**src/inc/cmb_pkg.sv**
```systemverilog
/*
  Shared constants and carrier types for the CAN mailbox block: mailbox
  object type codes, link-side state codes, reset values and the packed
  structs that carry commands and frame events.
  Assumes a controller with eight mailboxes and a 16-bit internal timer.
*/
package cmb_pkg;

  // Mailbox count and field widths.
  localparam int unsigned NUM_MBX   = 8;
  localparam int unsigned MBX_W     = 3;
  localparam int unsigned RANK_W    = 4;
  localparam int unsigned DLC_W     = 4;
  localparam int unsigned TIME_W    = 16;
  localparam int unsigned TYPE_W    = 3;

  // Mailbox object type codes.
  localparam logic [TYPE_W-1:0] MOT_DISABLED = 3'h0;
  localparam logic [TYPE_W-1:0] MOT_RX       = 3'h1;
  localparam logic [TYPE_W-1:0] MOT_RX_OVW   = 3'h2;
  localparam logic [TYPE_W-1:0] MOT_TX       = 3'h3;
  localparam logic [TYPE_W-1:0] MOT_CONSUMER = 3'h4;
  localparam logic [TYPE_W-1:0] MOT_PRODUCER = 3'h5;

  // Reset values.
  localparam logic [TIME_W-1:0] TIME_RST    = 16'h0000;
  localparam logic [RANK_W-1:0] RANK_LOWEST = 4'hf;
  localparam logic [DLC_W-1:0]  DLC_RST     = 4'h0;
  localparam logic [MBX_W-1:0]  MBX_RST     = 3'h0;

  // Link-side request sequencer, one-hot.
  typedef enum logic [2:0] {
    LNK_IDLE = 3'b001,
    LNK_REQ  = 3'b010,
    LNK_SEND = 3'b100
  } cmb_lnk_state_t;

  // Controller mode bits.
  typedef struct packed {
    logic retry_disable;
    logic time_trigger_select;
    logic stamp_at_frame_end;
  } cmb_mode_t;

  // One write to a mailbox control register.
  typedef struct packed {
    logic             transfer_command_bit;
    logic             abort_request_bit;
    logic             remote_request_bit;
    logic [DLC_W-1:0] data_length_code;
  } cmb_mcr_t;

  // A frame accepted by a mailbox on the receive side.
  typedef struct packed {
    logic             valid;
    logic [MBX_W-1:0] per_mailbox_select_bits;
    logic             remote;
  } cmb_rx_t;

  // Request handed to the protocol engine.
  typedef struct packed {
    logic             valid;
    logic [MBX_W-1:0] per_mailbox_select_bits;
    logic             remote;
    logic [DLC_W-1:0] dlc;
  } cmb_txreq_t;

endpackage : cmb_pkg

```
**src/cmb_mailbox_top.sv**
```systemverilog
/*
  Mailbox logic of the CAN controller: transmit, producer and consumer
  mailboxes, rank arbitration, abort and retry, internal timer and stamps.
  Assumes the protocol engine on the same clock answers tx_req with
  tx_start, then tx_done or tx_lost, and reports accepted frames on rx.
*/
`timescale 1ns/1ps
module cmb_mailbox_top
  import cmb_pkg::*;
(
  input  wire logic                                mclk,
  input  wire logic                                arst_n,
  input  wire logic                                controller_enable,
  input  wire cmb_mode_t                           mode,
  input  wire logic                                mode_wr,
  input  wire logic [MBX_W-1:0]                    mode_idx,
  input  wire logic [TYPE_W-1:0]                   mailbox_object_type,
  input  wire logic [RANK_W-1:0]                   send_rank,
  input  wire logic                                ctrl_wr,
  input  wire logic [MBX_W-1:0]                    ctrl_idx,
  input  wire cmb_mcr_t                            ctrl,
  input  wire logic                                global_transfer_wr,
  input  wire logic [NUM_MBX-1:0]                  global_transfer_bits,
  input  wire logic                                global_abort_wr,
  input  wire logic [NUM_MBX-1:0]                  global_abort_bits,
  input  wire logic                                status_rd,
  input  wire logic [MBX_W-1:0]                    status_idx,
  input  wire logic [NUM_MBX-1:0]                  interrupt_mask,
  input  wire logic                                timer_tick,
  input  wire logic                                frame_start,
  input  wire logic                                frame_end,
  input  wire logic                                tx_start,
  input  wire logic                                tx_done,
  input  wire logic                                tx_lost,
  input  wire cmb_rx_t                             rx,
  output cmb_txreq_t                               tx_req,
  output logic [NUM_MBX-1:0]                       mailbox_ready_flag,
  output logic [NUM_MBX-1:0]                       abort_done_flag,
  output logic [NUM_MBX-1:0]                       message_missed_flag,
  output logic [NUM_MBX-1:0][TIME_W-1:0]           mailbox_stamp_field,
  output logic [TIME_W-1:0]                        timer_value,
  output logic [TIME_W-1:0]                        captured_time,
  output logic [NUM_MBX-1:0]                       mailbox_irq
);

  // Reset release goes through two flops; the assertion edge stays async.
  logic rst_s1_ff;
  logic rst_n_ff;

  always_ff @(posedge mclk or negedge arst_n)
  begin
    if (!arst_n)
    begin
      rst_s1_ff <= 1'b0;
      rst_n_ff  <= 1'b0;
    end
    else
    begin
      rst_s1_ff <= 1'b1;
      rst_n_ff  <= rst_s1_ff;
    end
  end

  // Per-mailbox state.
  logic [NUM_MBX-1:0][TYPE_W-1:0] type_ff, nxt_type;
  logic [NUM_MBX-1:0][RANK_W-1:0] rank_ff, nxt_rank;
  logic [NUM_MBX-1:0][DLC_W-1:0]  dlc_ff, nxt_dlc;
  logic [NUM_MBX-1:0]             rtr_ff, nxt_rtr;
  logic [NUM_MBX-1:0]             pend_ff, nxt_pend;
  logic [NUM_MBX-1:0]             trig_ff, nxt_trig;
  logic [NUM_MBX-1:0]             ready_ff, nxt_ready;
  logic [NUM_MBX-1:0]             abort_ff, nxt_abort;
  logic [NUM_MBX-1:0]             missed_ff, nxt_missed;
  logic [NUM_MBX-1:0][TIME_W-1:0] stamp_ff, nxt_stamp;
  logic [NUM_MBX-1:0]             irq_ff, nxt_irq;

  // Timer and link-side state.
  logic [TIME_W-1:0] timer_ff, nxt_timer;
  logic [TIME_W-1:0] cap_ff, nxt_cap;
  cmb_lnk_state_t    lnk_ff, nxt_lnk;
  cmb_txreq_t        req_ff, nxt_req;

  // Arbiter view.
  logic [NUM_MBX-1:0] elig;
  logic               arb_any;
  logic [MBX_W-1:0]   arb_win;

  // A mailbox competes when queued; a producer also needs the remote frame.
  always_comb
  begin
    for (int i = 0; i < NUM_MBX; i++)
    begin
      elig[i] = pend_ff[i] && (type_ff[i] == MOT_TX || type_ff[i] == MOT_CONSUMER ||
                               (type_ff[i] == MOT_PRODUCER && trig_ff[i]));
    end
  end

  cmb_arb u_arb (
    .elig (elig),
    .rank (rank_ff),
    .any  (arb_any),
    .win  (arb_win)
  );

  // The timer runs free on ticks; the capture point follows the mode bit.
  always_comb
  begin
    nxt_timer = timer_ff;
    nxt_cap   = cap_ff;
    if (timer_tick)
    begin
      nxt_timer = timer_ff + 16'h0001;
    end
    if (mode.stamp_at_frame_end ? frame_end : frame_start)
    begin
      nxt_cap = timer_ff;
    end
  end

  // Link sequencer. The request is re-chosen every cycle until the engine
  // starts the frame, so a newly queued better mailbox displaces a retry.
  always_comb
  begin
    nxt_lnk = lnk_ff;
    nxt_req = req_ff;
    unique case (lnk_ff)
      LNK_IDLE, LNK_REQ:
      begin
        if (lnk_ff == LNK_REQ && tx_start)
        begin
          nxt_lnk       = LNK_SEND;
          nxt_req.valid = 1'b0;
        end
        else if (arb_any)
        begin
          nxt_lnk        = LNK_REQ;
          nxt_req.valid  = 1'b1;
          nxt_req.per_mailbox_select_bits    = arb_win;
          nxt_req.remote = rtr_ff[arb_win] || type_ff[arb_win] == MOT_CONSUMER;
          nxt_req.dlc    = dlc_ff[arb_win];
        end
        else
        begin
          nxt_lnk       = LNK_IDLE;
          nxt_req.valid = 1'b0;
        end
      end
      LNK_SEND:
      begin
        if (tx_done || tx_lost)
        begin
          nxt_lnk = LNK_IDLE;
        end
      end
    endcase
  end

  // Mailbox next state. Order inside a cycle: configuration, commands,
  // then engine events, so a completion seen together with a command wins.
  always_comb
  begin
    logic in_flight, cmd, abt;
    in_flight  = 1'b0;
    cmd        = 1'b0;
    abt        = 1'b0;
    nxt_type   = type_ff;
    nxt_rank   = rank_ff;
    nxt_dlc    = dlc_ff;
    nxt_rtr    = rtr_ff;
    nxt_pend   = pend_ff;
    nxt_trig   = trig_ff;
    nxt_ready  = ready_ff;
    nxt_abort  = abort_ff;
    nxt_missed = missed_ff;
    nxt_stamp  = stamp_ff;
    nxt_irq    = irq_ff;
    for (int i = 0; i < NUM_MBX; i++)
    begin
      in_flight = lnk_ff == LNK_SEND && req_ff.per_mailbox_select_bits == MBX_W'(i);
      cmd = (ctrl_wr && ctrl_idx == MBX_W'(i) && ctrl.transfer_command_bit) ||
            (global_transfer_wr && global_transfer_bits[i]);
      abt = (ctrl_wr && ctrl_idx == MBX_W'(i) && ctrl.abort_request_bit) ||
            (global_abort_wr && global_abort_bits[i]);
      // Reading status clears missed; a new miss below overrides it.
      if (status_rd && status_idx == MBX_W'(i))
      begin
        nxt_missed[i] = 1'b0;
      end

      if (mode_wr && mode_idx == MBX_W'(i))
      begin
        nxt_type[i]   = mailbox_object_type;
        nxt_rank[i]   = send_rank;
        nxt_pend[i]   = 1'b0;
        nxt_trig[i]   = 1'b0;
        nxt_abort[i]  = 1'b0;
        nxt_missed[i] = 1'b0;
        nxt_ready[i]  = mailbox_object_type == MOT_TX ||
                        mailbox_object_type == MOT_PRODUCER;
      end
      else
      begin
        if (cmd && type_ff[i] != MOT_DISABLED)
        begin
          nxt_ready[i] = 1'b0;
          nxt_abort[i] = 1'b0;
          nxt_pend[i]  = type_ff[i] == MOT_TX || type_ff[i] == MOT_PRODUCER ||
                         type_ff[i] == MOT_CONSUMER;
          nxt_trig[i]  = 1'b0;
          if (ctrl_wr && ctrl_idx == MBX_W'(i))
          begin
            nxt_dlc[i] = ctrl.data_length_code;
            nxt_rtr[i] = ctrl.remote_request_bit && type_ff[i] == MOT_TX;
          end
        end
        else if (abt && pend_ff[i])
        begin
          nxt_pend[i]  = 1'b0;
          nxt_ready[i] = 1'b1;
          nxt_abort[i] = !in_flight;
        end
      end

      // Engine outcome for the frame in flight.
      if (in_flight && tx_done)
      begin
        nxt_pend[i]  = 1'b0;
        nxt_stamp[i] = mode.time_trigger_select ? TIME_RST : nxt_cap;
        if (type_ff[i] != MOT_CONSUMER)
        begin
          nxt_ready[i] = 1'b1;
        end
      end
      else if (in_flight && tx_lost && pend_ff[i] && mode.retry_disable)
      begin
        nxt_pend[i]  = 1'b0;
        nxt_ready[i] = 1'b1;
        nxt_abort[i] = 1'b1;
      end

      // Frames accepted for this mailbox by the receive side.
      if (rx.valid && rx.per_mailbox_select_bits == MBX_W'(i))
      begin
        if (type_ff[i] == MOT_PRODUCER && rx.remote)
        begin
          if (ready_ff[i])
          begin
            nxt_missed[i] = 1'b1;
          end
          else
          begin
            nxt_trig[i] = 1'b1;
          end
        end
        else if ((type_ff[i] == MOT_CONSUMER || type_ff[i] == MOT_RX) && !rx.remote)
        begin
          if (ready_ff[i])
          begin
            nxt_missed[i] = 1'b1;
          end
          else if (type_ff[i] == MOT_RX || !pend_ff[i])
          begin
            nxt_ready[i] = 1'b1;
            nxt_stamp[i] = mode.time_trigger_select ? TIME_RST : nxt_cap;
          end
        end
        else if (type_ff[i] == MOT_RX_OVW && !rx.remote)
        begin
          nxt_missed[i] = ready_ff[i];
          nxt_ready[i]  = 1'b1;
          nxt_stamp[i]  = mode.time_trigger_select ? TIME_RST : nxt_cap;
        end
      end
      nxt_irq[i] = nxt_ready[i] && interrupt_mask[i];
    end
  end

  // State registers; a disabled controller holds everything at reset values.
  always_ff @(posedge mclk or negedge rst_n_ff)
  begin
    if (!rst_n_ff)
    begin
      type_ff   <= '0;
      rank_ff   <= '0;
      dlc_ff    <= '0;
      rtr_ff    <= '0;
      pend_ff   <= '0;
      trig_ff   <= '0;
      ready_ff  <= '0;
      abort_ff  <= '0;
      missed_ff <= '0;
      stamp_ff  <= '0;
      irq_ff    <= '0;
      timer_ff  <= TIME_RST;
      cap_ff    <= TIME_RST;
      lnk_ff    <= LNK_IDLE;
      req_ff    <= '0;
    end
    else if (!controller_enable)
    begin
      type_ff   <= '0;
      rank_ff   <= '0;
      dlc_ff    <= '0;
      rtr_ff    <= '0;
      pend_ff   <= '0;
      trig_ff   <= '0;
      ready_ff  <= '0;
      abort_ff  <= '0;
      missed_ff <= '0;
      stamp_ff  <= '0;
      irq_ff    <= '0;
      timer_ff  <= TIME_RST;
      cap_ff    <= TIME_RST;
      lnk_ff    <= LNK_IDLE;
      req_ff    <= '0;
    end
    else
    begin
      type_ff   <= nxt_type;
      rank_ff   <= nxt_rank;
      dlc_ff    <= nxt_dlc;
      rtr_ff    <= nxt_rtr;
      pend_ff   <= nxt_pend;
      trig_ff   <= nxt_trig;
      ready_ff  <= nxt_ready;
      abort_ff  <= nxt_abort;
      missed_ff <= nxt_missed;
      stamp_ff  <= nxt_stamp;
      irq_ff    <= nxt_irq;
      timer_ff  <= nxt_timer;
      cap_ff    <= nxt_cap;
      lnk_ff    <= nxt_lnk;
      req_ff    <= nxt_req;
    end
  end

  // Every output is a flop copy; software must not touch data while
  // a mailbox shows ready low, which this block does not police.
  assign tx_req              = req_ff;
  assign mailbox_ready_flag  = ready_ff;
  assign abort_done_flag     = abort_ff;
  assign message_missed_flag = missed_ff;
  assign mailbox_stamp_field = stamp_ff;
  assign timer_value         = timer_ff;
  assign captured_time       = cap_ff;
  assign mailbox_irq         = irq_ff;

endmodule : cmb_mailbox_top

```
**src/cmb_arb.sv**
```systemverilog
/*
  Transmit arbiter: picks the eligible mailbox with the lowest rank value,
  the lowest mailbox number breaking ties. Purely combinational.
  Assumes ranks are stable during the cycle they are sampled.
*/
`timescale 1ns/1ps
module cmb_arb
  import cmb_pkg::*;
(
  input  wire logic [NUM_MBX-1:0]             elig,
  input  wire logic [NUM_MBX-1:0][RANK_W-1:0] rank,
  output logic                                any,
  output logic [MBX_W-1:0]                    win
);

  // Scan from the top down so that an equal rank at a lower number wins.
  always_comb
  begin
    logic [RANK_W-1:0] best;
    best = RANK_LOWEST;
    any  = 1'b0;
    win  = MBX_RST;
    for (int i = NUM_MBX - 1; i >= 0; i--)
    begin
      if (elig[i] && (!any || rank[i] <= best))
      begin
        any  = 1'b1;
        best = rank[i];
        win  = MBX_W'(i);
      end
    end
  end

endmodule : cmb_arb

```
**config.mk**
```make
export PLATFORM = sky130hd
export DESIGN_NAME = cmb_mailbox_top
export DESIGN_NICKNAME = d
export VERILOG_FILES = /design/src/inc/cmb_pkg.sv /design/src/cmb_mailbox_top.sv /design/src/cmb_arb.sv
export SDC_FILE = /design/constraint.sdc
export NUM_CORES = 1
export LEC_CHECK = 0
export ABC_AREA = 1
export BUFFER_PORTS_ARGS = -buffer_cell sky130_fd_sc_hd__buf_2
export CORE_UTILIZATION = 63
export CTS_BUF_LIST = sky130_fd_sc_hd__clkbuf_8
export CTS_CLUSTER_DIAMETER = 120
export CTS_CLUSTER_SIZE = 8
export DETAILED_ROUTE_END_ITERATION = 16
export PLACE_DENSITY = 0.93
export SLEW_MARGIN = 10
export SYNTH_ARGS = -nofsm -noshare
export SYNTH_HDL_FRONTEND = slang
export SYNTH_SLANG_ARGS = --single-unit
```
**constraint.sdc**
```tcl
create_clock -name mclk -period 23.8 [get_ports mclk]
set_clock_uncertainty 0.2 [all_clocks]
set_input_delay 3.57 -clock mclk [delete_from_list [all_inputs] [get_ports mclk]]
set_output_delay 3.57 -clock mclk [all_outputs]
set_load 0.005 [all_outputs]
```
==> impl_results.md, run 1 <==
* Largest net degree at the start of global routing at 182
* EDFF count, synth at 0
* Worst hold path type: reg2reg
* Crit Path Class: reg2reg
* Core region area at between 20000 and 30000 sq um
* RD Place Congestion at 1.01
* Largest stage delay, worst path at roughly 0.84 ns
* Commonest cells after routing, fill and taps aside: 408 x nor2_1, 339 x nand2_1, 326 x o21ai_0
* CTS root buffer: clkbuf_8
* Height of the die at ~160 um
* Hold_sp: rst_s1_ff
* PD cells at approximately 57 nW/um^2
* Die Wd at 162 um
* CP startpoint kind: register
* Crit. End Element: register
* Power consumption at 1050 uW
* Gr ovfl total at 0
* FF+latch count, synth at approximately 320
* Worst-skew pair later-pin latency at approximately 0.58 ns
* Yosys cell types at 49
* Reg-to-Reg End: tx_req[2]
* FP Rows at between 50 and 60
* Synth-to-Final Area Change at 14.1%
* Cell family with the largest share of critical-path delay: compound AO/OA/AOI/OAI gates
* Post_cts resized at 0
* Final Hold Fails at 0
* Number of global-route vias before repair at around 16000
* Drt total wl at around 53000 um
* Worst-margin pin slew at around 1.2 ns
* Final critical-path required period at roughly 10 ns
* RSZ-0062 raised after global routing: no
* Postcts setup bufs at 0
* Antenna-violating nets left at 0
* TritonRoute pass-1 iters at 6
* Ys flop type: dfrtp_1
* Routed WL per cell at 19.5 um
* CTS Sinks at approximately 320
* Die area at about 26000 sq um
* Critical path required time at roughly 24 ns
* # DRC at 0
* Sw frac at between 20 and 30%
* Total track usage at 40.5%
* Worst R2R Path Depth at between 60 and 70
* I/O pin count at 270
* Initial antenna violation count at 1
* Crit path DAT at approximately 11 ns
* Max-cap violations at 0
* Worst VDD drop at 53.7 uV
* 1st-iter DRT viols at between 1500 and 2000
* Critical path endpoint: tx_req[2]
* Slew headroom at roughly 22%
* Diodes inserted at 0
* Setup TNS at 0 ns
* Synth Cell Area at 16200 sq um
* Post-synth ARST share at between 90% and 100%
* Register area share after synthesis at roughly half
* Drt via density at between 5 and 6
* Fillcell total at about 1900
* Comb pwr share at approximately a tenth
* Pleak at around 0.0099 uW
* Fin nets at roughly 2500
* Yosys warns at 0
* Final setup vio count at 0
* P_sw at between 200 and 300 uW
* Clock power share at between 30% and 40%
* Final Max Tran Viols at 0
* Htree depth at 2
* CTS Buf Count at 45
* Final period util at 44.1%
* CTS tree: done
* Vias post-DR at between 15000 and 20000
* Worst path slowest cell: o31ai_2
* Hold-fix buffer count after cts at 0
* Status: complete, no violations
* Sequential group share of total power at between 50% and 60%
* Syn Nets at 2208
* Max Fclk at approximately 0.095 GHz
* Clock transition at the registers of the reported paths at approximately 0.07 ns
* Internal power at 760 uW
* I/O Buffers at 269
* Commonest non-fill, non-tap cell in the layout: nor2_1
* Layout cells sized above 1 at between 15 and 20%
* Starting density of the core at between 60% and 70%
* First-pass GRT wire length at about 83000 um
* Yosys top cell area share at around half
* DP HPWL at 38300 um
* Mapped Cells at about 2100
* Clk buf depth at 3
* Crit path depth at 65
* Register area at about 8000 sq um
* R2r setup slk at 13.31 ns
* Reg-to-reg startpoint: type_ff[22]
* Cell taking the most area after synthesis: dfrtp_1
* Avg Cell Area, Syn at 7.67 sq um
* Crit path buf inv count at 11
* Footprint of the multi-input gates at 6930 sq um
* Crit path launch: type_ff[22]
* Crit-path max FO at 13
* Synth top area cells: dfrtp_1 49%, o21ai_0 10%, nor2_1 9.4%
-- power groups by stage --
stage | Sequential, uW | Combinational [uW] | Clock [uW]
2_1_floorplan | 576 | 55.1 | 0
3_5_place_dp | 572 | 98.5 | 0
4_1_cts | 563 | 99.3 | 385
5_1_grt | 564 | 111 | 408
3_3_place_gp | 572 | 95.6 | 0
6_report | 563 | 102 | 386
-- worst register-to-register path: cells and delay by family (launching register included) --
kind                     cells  cell delay (ns)
flip-flops                   1             0.44
adder cells (fa/ha/maj)      7             2.12
buffers and inverters       11             0.73
AO/OA/AOI/OAI               17             3.51
AND/OR/NAND/NOR             30             3.35
-- flip-flops by register name, summed over array words and instances (netlist names) --
| signal | cells |
|---|---|
| mailbox_stamp_field | 128 |
| dlc_ff | 32 |
| rank_ff | 32 |
| type_ff | 24 |
| captured_time | 16 |
| timer_value | 16 |
| tx_req | 9 |
| abort_done_flag | 8 |
| mailbox_irq | 8 |
| mailbox_ready_flag | 8 |
| message_missed_flag | 8 |
| pend_ff | 8 |
| rtr_ff | 8 |
| trig_ff | 8 |
| lnk_ff | 3 |
| rst_n_ff | 1 |
| rst_s1_ff | 1 |
-- worst min-delay path by stage --
stage | end | slack, ns | cells after the start
after detailed placement | rst_n_ff | 0.15 | 0
after floorplan | rst_n_ff | 0.13 | 0
after global placement | rst_n_ff | 0.14 | 0
after CTS | rst_n_ff | 0.16 | 0
final | rst_n_ff | 0.16 | 0
after global routing | rst_n_ff | 0.17 | 0
-- per-stage QoR --
stage	hold slack, ns	cells	util [%]	area, sq um	setup WS [ns]
after floorplan	0.131	2115	-	16200	14.08
after global placement	0.137	2657	70.6	17800	14.23
after detailed placement	0.150	2657	70.6	17800	13.59
after CTS	0.161	2719	73.5	18500	13.53
after global routing	0.171	2719	73.5	18500	12.41
final	0.160	2719	73.5	18500	13.31
-- metal layers --
metal / global-route usage [%] / vias up / routed length (um)
li1: - / 7376 / -
met1: 51.0 / 7623 / 19400
met2: 64.2 / 1094 / 24400
met3: 9.40 / 212 / 5900
met4: 23.8 / 2 / 3210
met5: 0 / - / 13
-- synthesized netlist by cell type (10+ instances only) --
master,instances
nand2_2,11
dfrtp_1,317
o211ai_1,18
nor3_1,30
nor2_1,408
nand4_1,16
nand2_1,339
nand3_1,96
inv_1,271
o21ai_0,326
a31oi_1,10
nor4_1,14
ha_1,24
o21bai_1,10
clkbuf_1,50
a21oi_1,74
-- logic make-up (layout without fill, tap and decap cells) --
logic type / Yosys count / after routing / share of synthesized area [%]
AOI/OAI and AO/OA: 485 / 485 / 16.3
adders and majority gates: 24 / 24 / 1.85
buffers and inverters: 343 / 617 / 8.19
DFF: 318 / 318 / 49.1
muxes: 10 / 10 / 0.671
other: 1 / 1 / 0.0231
and+or+nand+nor: 934 / 934 / 23.9
-- final cells by class --
type / instances / share of cell area [%]
clock buffers: 47 / 3.50
flip-flops and latches: 318 / 43.0
inverters: 278 / 5.64
repair buffers: 277 / 7.68
multi-input cells: 1454 / 37.5
clock inverters: 15 / 0.440
well taps: 330 / 2.23
Power figures use the tool's default switching activity.
==> run 2: changes to the inputs <==
--- a/config.mk
+++ b/config.mk
@@ -7,12 +7,12 @@
 export LEC_CHECK = 0
 export ABC_AREA = 1
 export BUFFER_PORTS_ARGS = -buffer_cell sky130_fd_sc_hd__buf_2
-export CORE_UTILIZATION = 63
+export CORE_UTILIZATION = 59
 export CTS_BUF_LIST = sky130_fd_sc_hd__clkbuf_8
 export CTS_CLUSTER_DIAMETER = 120
 export CTS_CLUSTER_SIZE = 8
 export DETAILED_ROUTE_END_ITERATION = 16
-export PLACE_DENSITY = 0.93
+export PLACE_DENSITY = 0.88
 export SLEW_MARGIN = 10
 export SYNTH_ARGS = -nofsm -noshare
 export SYNTH_HDL_FRONTEND = slang
==> constraint.sdc (replaced) <==
create_clock -name mclk -period 10.1 [get_ports mclk]
set_clock_uncertainty 0.2 [all_clocks]
set_input_delay 1.515 -clock mclk [delete_from_list [all_inputs] [get_ports mclk]]
set_output_delay 1.515 -clock mclk [all_outputs]
set_load 0.005 [all_outputs]
==> run 2 against run 1 <==
Compared with the run above:
- die area increased by 6.7%
- setup slack lost 12 ns
- core utilization down 4.5 points
- register-to-register slack got worse by 12 ns
- sequential power increased by 140%
- combinational power grew 140%
- critical path type unchanged
- largest cell class unchanged
==> impl_results.md, run 2 (same netlist as run 1, synthesis figures left out) <==
* Status: complete, no violations (unchanged)
* Starting density of the core at 60.2% (was 64.4%)
* Worst-skew pair later-pin latency at 0.59 ns (was 0.58 ns)
* Pre-CTS setup slack at 0.467 ns (was 13.59 ns)
* Worst hold path type: reg2reg (unchanged)
* Worst VDD drop at 126 uV (was 53.7 uV)
* Antenna-violating nets left at 0 (unchanged)
* TritonRoute pass-1 iters at 8 (was 6)
* Final core utilization at 69.0% (was 73.5%)
* P_sw at 690 uW (was 292 uW)
* First-pass GRT wire length at 83100 um (was 82700 um)
* DP HPWL at 39000 um (was 38300 um)
* RD Place Congestion at 0.998 (was 1.01)
* Largest stage delay, worst path at 0.43 ns (was 0.84 ns)
* Final period util at 91.9% (was 44.1%)
* CTS tree: done (unchanged)
* Core region area at 27000 sq um (was 25200 sq um)
* Gr ovfl total at 0 (unchanged)
* Largest net degree at the start of global routing at 93 (was 182)
* Crit Path Class: reg2reg (unchanged)
* Htree depth at 2 (unchanged)
* CP startpoint kind: register (unchanged)
* 1st-iter DRT viols at 1791 (was 1858)
* Commonest non-fill, non-tap cell in the layout: nor2_1 (unchanged)
* Drt total wl at 53400 um (was 52900 um)
* Height of the die at 168 um (was 162 um)
* CTS Sinks at 318 (unchanged)
* Initial antenna violation count at 1 (unchanged)
* Clk buf depth at 3 (unchanged)
* Setup ws final at 0.823 ns (was 13.31 ns)
* Synth-to-Final Area Change at 14.6% (was 14.1%)
* CTS Buf Count at 45 (unchanged)
* Cell family with the largest share of critical-path delay: simple AND/OR/NAND/NOR gates (was compound AO/OA/AOI/OAI gates)
* Fin nets at 2474 (was 2467)
* I/O pin count at 270 (unchanged)
* Slew headroom at 30.2% (was 21.6%)
* Pleak at 0.00991 uW (was 0.00989 uW)
* Max Fclk at 0.108 GHz (was 0.0953 GHz)
* Max FFs per register at 128 (unchanged)
* Sw frac at 27.9% (was 27.7%)
* Crit path buf inv count at 11 (unchanged)
* Hold-fix buffer count after cts at 0 (unchanged)
* Final Hold Fails at 0 (unchanged)
* Die area at 28200 sq um (was 26400 sq um)
* Worst path slowest cell: dfrtp_1 (was o31ai_2)
* Final Max Tran Viols at 0 (unchanged)
* # DRC at 0 (unchanged)
* Clock transition at the registers of the reported paths at 0.07 ns (about the same)
* Max-cap violations at 0 (unchanged)
* R2r setup slk at 0.82 ns (was 13.31 ns)
* Total track usage at 37.9% (was 40.5%)
* Comb pwr share at 9.8% (was 9.7%)
* Internal power at 1780 uW (was 760 uW)
* I/O Buffers at 269 (unchanged)
* Drt via density at 5.98 (was 6.00)
* Layout cells sized above 1 at 16.0% (was 15.6%)
* Worst-margin pin slew at 1.04 ns (was 1.17 ns)
* Commonest cells after routing, fill and taps aside: 404 x nor2_1, 339 x nand2_1, 316 x o21ai_0, 316 x dfrtp_1, 282 x inv_1 (was 408 x nor2_1, 339 x nand2_1, 326 x o21ai_0)
* Critical path required time at 10.36 ns (was 24.08 ns)
* Number of global-route vias before repair at 15600 (was 15700)
* Final critical-path required period at 9.28 ns (was 10.49 ns)
* Clock power share at 36.5% (was 36.8%)
* Crit path DAT at 9.53 ns (was 10.77 ns)
* Critical path's most frequent cell: nand2_1
* Vias post-DR at 16400 (was 16300)
* PD cells at 133 nW/um^2 (was 56.8 nW/um^2)
* Routed WL per cell at 19.5 um (about the same)
* Die Wd at 168 um (was 162 um)
* Crit. End Element: register (unchanged)
* CTS root buffer: clkbuf_8 (unchanged)
* Sequential group share of total power at 53.7% (was 53.6%)
* FP Rows at 60 (was 58)
* Crit-path max FO at 13 (unchanged)
* Final setup vio count at 0 (unchanged)
## run 2: cell types whose count changed in the layout (fill, tap and decap cells not counted), sizes merged
| cell | before | now |
|---|---|---|
| inv | 291 | 289 |
| buf | 277 | 284 |
| clkbuf | 47 | 46 |
| clkinv | 2 | 3 |
| diode | 0 | 1 |
| clkinvlp | 0 | 1 |
## run 2: area by class of cell
type | instances | area, sq um
fillers | 2164 | 8370
flip-flops and latches | 318 | 7960
multi-input cells | 1454 | 6960
repair buffers | 284 | 1470
inverters | 278 | 1040
clock buffers | 46 | 633
well taps | 341 | 427
clock inverters | 15 | 85.1
diodes | 1 | 2.50
## run 2: final timing paths
kind                             start  cells past startpoint                      end
hold reg to reg              rst_s1_ff                      0                 rst_n_ff
setup / recovery           type_ff[21]                     71                tx_req[1]
max in group asynchronous     rst_n_ff                      2               rank_ff[3]
hold / removal               rst_s1_ff                      0                 rst_n_ff
min in group asynchronous     rst_n_ff                      0  mailbox_stamp_field[76]
setup reg to reg           type_ff[21]                     71                tx_req[1]
## run 2: power groups by stage
stage,Sequential (uW),Combinational (uW),Clock (uW)
2_1_floorplan,1360,130,0
3_3_place_gp,1350,229,0
3_5_place_dp,1350,234,0
5_1_grt,1330,266,952
4_1_cts,1330,236,905
6_report,1330,243,902
## run 2: through the flow
| stage | TNS (ns) | area (sq um) | hold WS, ns | power, uW | std cells |
|---|---|---|---|---|---|
| final | 0 | 18600 | 0.155 | 2470 | 2737 |
| after CTS | 0 | 18500 | 0.157 | 2470 | 2734 |
| after detailed placement | 0 | 17800 | 0.143 | 1580 | 2673 |
| after floorplan | 0 | 16200 | 0.131 | 1490 | 2115 |
| after global placement | 0 | 17800 | 0.135 | 1580 | 2673 |
| after global routing | -0.0339 | 18600 | 0.167 | 2550 | 2736 |
## run 2: timing repair
action | CTS | global route
gates resized for setup | 0 | 19
endpoints found under the hold margin | 0 | 0
setup buffers | 0 | 2
endpoints found under the setup margin | 0 | 8
## run 2: layer usage
layer | vias to the layer above | wire, um | track usage (%)
met1 | 7741 | 20100 | 47.5
met4 | 0 | 3410 | 22.9
met3 | 208 | 5340 | 8.56
met5 | - | 0 | 0
met2 | 1015 | 24500 | 60.3
li1 | 7400 | - | -
